File: config.mk
export PLATFORM = sky130hd
export DESIGN_NAME = actip_tx_port
export DESIGN_NICKNAME = d
export VERILOG_FILES = /design/src/hdl/actip_pkg.sv /design/src/hdl/actip_tx_port.sv
export SDC_FILE = /design/constraint.sdc
export NUM_CORES = 2
export LEC_CHECK = 0
export BUFFER_PORTS_ARGS = -buffer_cell sky130_fd_sc_hd__buf_2
export CAP_MARGIN = 20
export CORE_ASPECT_RATIO = 1.75
export CORE_MARGIN = 2
export CORE_UTILIZATION = 60
export DETAILED_ROUTE_END_ITERATION = 7
export PLACE_DENSITY_LB_ADDON = 0.1
export SETUP_SLACK_MARGIN = 0.15
export SKIP_LAST_GASP = 1
export SYNTH_ARGS = -nofsm -noshare
export SYNTH_HDL_FRONTEND = slang
export SYNTH_SLANG_ARGS = --single-unit
File: constraint.sdc
create_clock -name clk_sys -period 5.9 [get_ports clk_sys]
set_clock_uncertainty 0.15 [all_clocks]
set_input_delay 0.295 -clock clk_sys [delete_from_list [all_inputs] [get_ports clk_sys]]
set_output_delay 0.295 -clock clk_sys [all_outputs]
set_load 0.05 [all_outputs]
File: src/hdl/actip_pkg.sv
// Function
// - inputs sampled on link rising edge, enable low
// - almost-full flag changes on link rising edges
// - one 8-bit byte per accepted edge
// - flag low when five bytes of space remain
// - flag high when a whole cell fits
// - device reset high discards all stored cells
`default_nettype none
package actip_pkg;
	// cell geometry
	localparam int ACTIP_BYTE_W = 8; // width of one cell byte
	localparam int ACTIP_CELL_BYTES = 53; // bytes in one cell
	localparam int ACTIP_FIFO_CELLS = 3; // whole cells the fifo holds
	// almost-full hysteresis, counted in free bytes
	localparam int ACTIP_AF_SET_FREE = 5; // flag drops at this much space
	localparam int ACTIP_AF_CLR_FREE = 53; // flag rises at this much space
	// reset values
	localparam logic ACTIP_AF_N_RST = 1'h1; // flag inactive after reset
	localparam int ACTIP_SYNC_STAGES = 3; // pin synchroniser depth
endpackage
`default_nettype wire

File: src/hdl/actip_tx_port.sv
`default_nettype none
module actip_tx_port
	import actip_pkg::*;
#(
	parameter int DEPTH = ACTIP_FIFO_CELLS * ACTIP_CELL_BYTES, // fifo bytes
	parameter int AF_SET_FREE = ACTIP_AF_SET_FREE, // low threshold
	parameter int AF_CLR_FREE = ACTIP_AF_CLR_FREE // high threshold
) (
	input wire logic clk_sys, // system clock, 100 MHz
	input wire logic rst_n, // async reset, active low
	input wire logic tx_port_clk, // writer's port clock pin
	input wire logic [ACTIP_BYTE_W-1:0] tx_cell_byte, // cell byte pin bus
	input wire logic tx_write_en_n, // write enable pin, active low
	input wire logic tx_start_of_cell, // first-byte marker pin
	input wire logic tx_dev_reset, // device reset pin, active high
	output logic tx_fifo_almost_full_n, // almost-full flag, active low
	output logic [ACTIP_BYTE_W-1:0] out_byte, // byte toward the mapper
	output logic out_soc, // marker travelling with out_byte
	output logic out_valid, // out_byte holds a byte
	input wire logic out_ready // mapper takes the byte
);
	localparam int PW = $clog2(DEPTH + 1); // pointer and count width
	localparam int IW = ACTIP_BYTE_W + 4; // byte plus marker, enable, clock, reset
	localparam logic [PW-1:0] LAST = PW'(DEPTH - 1); // last slot index
	localparam logic [PW-1:0] FULL = PW'(DEPTH); // count when full
	localparam logic [PW-1:0] SET_LVL = PW'(DEPTH - AF_SET_FREE); // drop level
	localparam logic [PW-1:0] CLR_LVL = PW'(DEPTH - AF_CLR_FREE); // rise level

	////////////////////////////////////////////////////////////////////////
	// pin synchronisers
	logic [IW-1:0] pin_s1_reg; // first stage, read only by stage two
	logic [IW-1:0] pin_s2_reg; // second stage
	logic [IW-1:0] pin_s3_reg; // third stage
	logic clk_lvl_reg; // filtered level of the port clock
	logic rst_lvl_reg; // filtered level of the device reset
	logic [IW-1:0] pin_bundle; // raw pins gathered together
	logic link_rise; // one-cycle pulse per port clock rising edge
	logic flush; // device reset holds the fifo empty

	assign pin_bundle = {tx_dev_reset, tx_port_clk, tx_write_en_n, tx_start_of_cell,
		tx_cell_byte};

	// three flops on every pin; data travels alongside the clock so the
	// sampled byte keeps its setup relation to the edge
	always_ff @(posedge clk_sys or negedge rst_n) begin
		if (!rst_n) begin
			pin_s1_reg <= '0;
			pin_s2_reg <= '0;
			pin_s3_reg <= '0;
		end else begin
			pin_s1_reg <= pin_bundle;
			pin_s2_reg <= pin_s1_reg;
			pin_s3_reg <= pin_s2_reg;
		end
	end

	// a level only changes once stages two and three agree
	always_ff @(posedge clk_sys or negedge rst_n) begin
		if (!rst_n) begin
			clk_lvl_reg <= 1'h0;
			rst_lvl_reg <= 1'h0;
		end else begin
			if (pin_s2_reg[IW-2] == pin_s3_reg[IW-2]) begin
				clk_lvl_reg <= pin_s3_reg[IW-2];
			end
			if (pin_s2_reg[IW-1] == pin_s3_reg[IW-1]) begin
				rst_lvl_reg <= pin_s3_reg[IW-1];
			end
		end
	end

	assign link_rise = !clk_lvl_reg && pin_s2_reg[IW-2] && pin_s3_reg[IW-2];
	assign flush = rst_lvl_reg;

	////////////////////////////////////////////////////////////////////////
	// write acceptance
	logic wr_en_n_s; // synchronised enable
	logic wr_soc_s; // synchronised marker
	logic [ACTIP_BYTE_W-1:0] wr_byte_s; // synchronised byte
	logic wr_take; // byte accepted this cycle
	logic rd_take; // byte leaves the store this cycle
	logic [PW-1:0] cnt_reg; // bytes held in the store

	assign wr_en_n_s = pin_s3_reg[IW-3];
	assign wr_soc_s = pin_s3_reg[ACTIP_BYTE_W];
	assign wr_byte_s = pin_s3_reg[ACTIP_BYTE_W-1:0];
	// a byte is taken only on a port clock edge with enable low; a byte
	// arriving while full is lost, the flag exists so that never happens
	assign wr_take = link_rise && !wr_en_n_s && !flush && (cnt_reg != FULL);

	////////////////////////////////////////////////////////////////////////
	// byte store
	logic [ACTIP_BYTE_W:0] mem_reg [DEPTH]; // marker and byte per slot
	logic [PW-1:0] wr_ptr_reg; // next slot to write
	logic [PW-1:0] rd_ptr_reg; // next slot to read
	logic [PW-1:0] cnt_next; // count after this cycle

	// one slot written per accepted edge, marker kept with its byte
	always_ff @(posedge clk_sys) begin
		if (wr_take) begin
			mem_reg[wr_ptr_reg] <= {wr_soc_s, wr_byte_s};
		end
	end

	// pointers wrap at the depth, which need not be a power of two
	always_ff @(posedge clk_sys or negedge rst_n) begin
		if (!rst_n) begin
			wr_ptr_reg <= '0;
			rd_ptr_reg <= '0;
		end else if (flush) begin
			wr_ptr_reg <= '0;
			rd_ptr_reg <= '0;
		end else begin
			if (wr_take) begin
				wr_ptr_reg <= (wr_ptr_reg == LAST) ? '0 : wr_ptr_reg + 1'h1;
			end
			if (rd_take) begin
				rd_ptr_reg <= (rd_ptr_reg == LAST) ? '0 : rd_ptr_reg + 1'h1;
			end
		end
	end

	// count follows both sides; a flush empties it in one cycle
	always_comb begin
		cnt_next = cnt_reg;
		if (flush) begin
			cnt_next = '0;
		end else if (wr_take && !rd_take) begin
			cnt_next = cnt_reg + 1'h1;
		end else if (rd_take && !wr_take) begin
			cnt_next = cnt_reg - 1'h1;
		end
	end

	always_ff @(posedge clk_sys or negedge rst_n) begin
		if (!rst_n) begin
			cnt_reg <= '0;
		end else begin
			cnt_reg <= cnt_next;
		end
	end

	////////////////////////////////////////////////////////////////////////
	// output stage toward the cell mapper
	logic [ACTIP_BYTE_W-1:0] out_byte_reg; // presented byte
	logic out_soc_reg; // presented marker
	logic out_valid_reg; // presented byte is real

	// refill whenever the stage is empty or being drained
	assign rd_take = !flush && (cnt_reg != '0) && (!out_valid_reg || out_ready);

	always_ff @(posedge clk_sys or negedge rst_n) begin
		if (!rst_n) begin
			out_byte_reg <= '0;
			out_soc_reg <= 1'h0;
			out_valid_reg <= 1'h0;
		end else if (flush) begin
			out_valid_reg <= 1'h0;
			out_soc_reg <= 1'h0;
		end else if (rd_take) begin
			{out_soc_reg, out_byte_reg} <= mem_reg[rd_ptr_reg];
			out_valid_reg <= 1'h1;
		end else if (out_ready) begin
			out_valid_reg <= 1'h0;
		end
	end

	assign out_byte = out_byte_reg;
	assign out_soc = out_soc_reg;
	assign out_valid = out_valid_reg;

	////////////////////////////////////////////////////////////////////////
	// almost-full flag with hysteresis between the two thresholds;
	// it moves only on port clock edges so the writer sees it in its own
	// timing, at the cost of lagging a mapper read by up to one edge
	logic af_n_reg; // flag, active low

	always_ff @(posedge clk_sys or negedge rst_n) begin
		if (!rst_n) begin
			af_n_reg <= ACTIP_AF_N_RST;
		end else if (link_rise) begin
			if (cnt_next >= SET_LVL) begin
				af_n_reg <= 1'h0;
			end else if (cnt_next <= CLR_LVL) begin
				af_n_reg <= 1'h1;
			end
		end
	end

	assign tx_fifo_almost_full_n = af_n_reg;
endmodule
`default_nettype wire

---- Word level (Yosys, flattened, before mapping) ----
Memory sizes are Yosys's and may differ from the RTL's.
Cells that the tools add are included.
word-level totals
  register bits ........................... 73
  RAM bits ................................ 1431
  bits of input ports ..................... 15
  output and inout port bits .............. 11
  word-level logic and storage cells ...... 66
  memories ................................ 1
cells by class
  add/sub/neg operators ................... 4
  magnitude comparators ................... 2
  equal/unequal tests ..................... 5
  multiplexer cells ....................... 18
  bitwise logic cells ..................... 1
  reductions and logical operators ........ 23
memory list
  name     depth  width  read ports  clocked after memory_dff  write ports  line                 source
  mem_reg  159    9      1           0                         1            actip_tx_port.sv:93  logic [ACTIP_BYTE_W:0] mem_reg [DEPTH];
operator list
  cell                                                                              number
  8-bit 2-to-1 mux                                                                  9
  8-bit by 1-bit adder with 8-bit output, second input constant                     3
  8-bit == test, second input constant                                              2
  1-bit logical AND                                                                 9
  1-bit 2-to-1 mux                                                                  9
  8-bit greater-or-equal comparator, second input constant                          1
  8-bit by 7-bit less-or-equal comparator with 1-bit output, second input constant  1
  8-bit inequality test, second input constant                                      1
  8-bit nonzero test                                                                1
  8-bit by 1-bit subtractor with 8-bit output, second input constant                1
  1-bit logical NOT                                                                 6
  2-bit nonzero test                                                                3
  2-bit AND reduction                                                               2
  3-bit nonzero test                                                                1
  1-bit == test                                                                     2
  1-bit logical OR                                                                  1
  1-bit NOT                                                                         1

---- Longest topological paths before layout ----
  depth after elaboration ................. 14
  mapped depth ............................ 13
  mapped depth without buffers ............ 10

---- Least setup slack after synthesis ----
OpenSTA, ideal clock, no wires.
  path type ............................... flip-flop to flip-flop
  start point ............................. reg cnt_reg[0]
  end point ............................... mem mem_reg[123][0] in the netlist's numbering (enable)
  setup time .............................. 374 ps
  arrival time ............................ 2476 ps
  required time ........................... 5376 ps
  setup slack ............................. 2900 ps
  cell stages (with the launch flop) ...... 8
  path buffers ............................ 2
  clock period less this slack ............ 3000 ps
  path through ............................ dfrtp_1 > ha_1 > and3_1 > a211oi_4 > buf_2 > buf_1 > nand3_1 > nor2_1
on the way
  word-level cells in the longest chain between the ends .. 4
RTL lines
  what                                    line                  source
  start: declaration                      actip_tx_port.sv:82   logic [PW-1:0] cnt_reg;
  start signal: assignment                actip_tx_port.sv:139  cnt_reg <= cnt_next;
  8-bit inequality test                   actip_tx_port.sv:89   assign wr_take = link_rise && !wr_en_n_s && !flush && (cnt_reg != FULL);
  1-bit logical AND                       actip_tx_port.sv:89
  1-bit 2-to-1 mux                        actip_tx_port.sv:100  if (wr_take) begin
  1-bit 2-to-1 mux (not written as such)  actip_tx_port.sv:101  mem_reg[wr_ptr_reg] <= {wr_soc_s, wr_byte_s};
  end: declaration                        actip_tx_port.sv:93
No other way between the ends.

---- Worst setup path in the final report ----
  start point ............................. reg rd_ptr_reg[1]
  end point ............................... reg out_byte_reg[7] (netlist: out_byte[7])
on the way
  word-level cells in the longest chain between the ends .. 1
RTL lines
  what                      line                  source
  start: declaration        actip_tx_port.sv:95   logic [PW-1:0] rd_ptr_reg;
  start signal: assignment  actip_tx_port.sv:118  rd_ptr_reg <= (rd_ptr_reg == LAST) ? '0 : rd_ptr_reg + 1'h1;
  memory read 159 x 9 bit   -
  end signal: assignment    actip_tx_port.sv:161  {out_soc_reg, out_byte_reg} <= mem_reg[rd_ptr_reg];
  end: declaration          actip_tx_port.sv:145  logic [ACTIP_BYTE_W-1:0] out_byte_reg;
No other way between the ends.
A chain may end at the register's enable or synchronous reset.

==> results.md <==
* CTS sink count at 1504
* Total grt overflow at 0
* GPL Wtd Cong at 0.8723
* Clk pwr share at 34.6%
* Row cnt at 151
* Nets at 2886
* Status: completed
* DRC at 0
* Vias at 28340
* RSZ-0062 raised after global routing: false
* Nature of the critical path startpoint: flip-flop
* TritonCTS buffer count at 134
* Synthesized Nets at 2755
* CP max stage delay at 1.07 ns
* Xor-xnor portion of the synthesized cell area at 0.09011%
* CTS H-tree depth at 4
* CP cell instances: buf_4 > mux4_2 > a22oi_1 > a41oi_1 > a2111oi_0 > o31ai_1
* Fmax at 245.2 MHz
* P_sw at 6.445 mW
* Actual slew at the worst max-slew pin at 1.154 ns
* Worst path slowest cell: dfrtp_4
* Core Area at 96540 um^2
* # port buffers at 25
* Total negative slack at 0 ns
* Die Width at 239.7 um
* Fraction of the mapped netlist area in compound gates at 2.231%
* Post-synth cell types at 68
* Post_cts resized at 0
* Final hold violation count at 0
* Clock Latency Late Sink at 0.75 ns
* YS warnings at 0
* Dpl hpwl at 91.72 mm
* FFs w/ async S/R, synth at 4.854%
* Switching share of power at 25.86%
* Synth Instances at 2731
* P_leak at 19.81 nW
* Clk buf depth at 3
* Largest family of logic cells by synthesized area: multiplexers
* Ys flop type: edfxtp_1
* Most frequent cells in the layout: edfxtp_1, mux4_2, nor2_1
* Share of post-route cells with drive strength above 1 at 24.94%
* CTS tree: done
* Period utilization at 69.14%
* Internal Power at 18.48 mW
* Sequential Power Share at 48.4%
* Total iterations of the first detailed-routing run at 6
* Min cycle time layout at 4.079 ns
* Yosys reg bits at 1504
* Via-per-instance ratio at 6.654
* Slew HR at 23.03%
* Mean Syn Cell Area at 21.35 um^2
* Syn-to-layout area delta at 10.93%
* Combinational power share at 17.1%
* Final Cell Area at 64690 um^2
* Antenna-violating nets left at 0
* WL final at 145.2 mm
* Wire per inst at 34.08 um
* Max-slew violations at 0
* Fillers at 6102
* Clock slew at reported path FFs at 0.07 ns
* Setup CP Type: flip-flop to flip-flop
* Largest net degree at the start of global routing at 89
* Final Util at 67.01%
* Worst VDD drop at 0.0003195 V
* Die H at 416.4 um
* Starting density of the core at 60.41%
* N_diodes at 0
* Register area share after synthesis at 76.82%
* Root Driver: clkbuf_16
* Worst Path Max Fanout at 53
* Adder-cell share of the synthesized area at 0.2274%
* P per Cell Area at 385.3 nW/um^2
* Worst path bufs/invs at 1
* Initial antenna violation count at 1
* Die Area at 99800 um^2
* Worst EP arrival at 4.53 ns
* Largest register FFs at 1431
* Number of DRC markers in iteration 0 at 3528
* Vias in the first global route at 29260
* Worst EP required at 6.35 ns
* Worst Hold Class: input pin to flip-flop
* Multiplexer share of the synthesized area at 16.21%
* Max Cap Viol at 0
* Syn Std Cell Area at 58320 um^2
* Commonest non-fill, non-tap cell in the layout: edfxtp_1
* Simple logic cell fraction of the synthesized area at 3.017%
* Element type at the critical path end: flip-flop
* Cell family with most CP delay: compound AO/OA/AOI/OAI gates
* Total GRT Usage at 30.27%
* Post-placement cell area at 60250 um^2
* I/O Pins at 26
* Number of synthesized flops with an enable pin at 1431
* First-pass GRT wire length at 210.1 mm
* Final setup violation count at 0
[power groups by stage]
stage                     clock (mW)  sequential, mW  combinational (mW)
after floorplan                    0            12.2                2.93
after global placement             0            12.3                4.26
after detailed placement           0            12.3                4.27
after CTS                       8.71            12.1                4.30
after global routing            9.09            12.1                4.44
final                           8.62            12.1                4.25
[timing repair]
action / 4_1_cts / 5_1_grt
buffers inserted: 0 / 0
hold buffers: 17 / 0
endpoints found under the hold margin: 85 / 0
[synthesized netlist by cell type, types with 12 or more instances]
master / number / share of area, %
a21oi_1: 30 / 0.26
o22ai_1: 15 / 0.16
edfxtp_1: 1431 / 74
buf_1: 15 / 0.097
buf_2: 63 / 0.54
o21ai_0: 19 / 0.16
nand2_1: 79 / 0.51
mux2i_1: 66 / 1.1
nor2b_1: 14 / 0.15
inv_1: 12 / 0.077
o21ai_1: 17 / 0.15
a22oi_1: 12 / 0.15
nor2_1: 218 / 1.4
nor3_1: 12 / 0.10
clkbuf_1: 45 / 0.29
nand3_1: 33 / 0.28
dfrtp_1: 72 / 3.1
buf_4: 23 / 0.30
mux4_2: 386 / 15
[logic make-up (layout without fill, tap and decap cells)]
logic type                 after synthesis  count (layout)
DFF                                   1504            1504
adders and majority gates               11              11
buffers and inverters                  164             392
muxes                                  461             461
and+or+nand+nor                        402             402
xor gates and xnor gates                 6               6
AOI/OAI and AO/OA                      183             183
[cell type report]
type / count / area [um^2] / area share [%]
timing repair buffer: 146 / 1191 / 1.841
clock inverter: 68 / 595.6 / 0.9206
tap: 1300 / 1627 / 2.514
multi-input combinational: 1063 / 12700 / 19.63
clock buffer: 165 / 3680 / 5.688
sequential: 1504 / 44850 / 69.33
inverter: 13 / 48.80 / 0.07543
[metal layers]
metal	track usage, %	wire length, um	vias to the layer above
li1	-	-	11600
met1	37.57	50500	15170
met2	51.13	75890	1264
met3	5.249	9950	302
met4	16.15	8805	2
met5	0	14	-
[stage by stage]
stage | total power, mW | cells | hold slack [ns] | setup WS [ns]
finish | 24.93 | 4259 | 0.04132 | 1.821
global placement | 16.54 | 4009 | 0.1838 | 1.563
global route | 25.60 | 4259 | 0.02785 | 1.686
detailed placement | 16.56 | 4009 | 0.1847 | 1.832
CTS | 25.07 | 4259 | 0.0005227 | 1.818
floorplan | 15.16 | 2731 | -0.1506 | 2.900
[final timing paths]
kind | slack (ns) | startpoint | depth (start not counted) | end
min in group asynchronous | 0.12 | rst_n | 2 | pin_s1_reg[3]
hold / removal | 0.04 | tx_write_en_n | 2 | pin_s1_reg[9]
setup / recovery | 1.82 | rd_ptr_reg[1] | 6 | out_byte[7]
setup reg to reg | 1.82 | rd_ptr_reg[1] | 6 | out_byte[7]
max in group asynchronous | 4.69 | rst_n | 2 | rd_ptr_reg[1]
hold reg to reg | 0.20 | pin_s2_reg[6] | 0 | pin_s3_reg[6]
No activity file was read; power rests on OpenSTA's default activity.
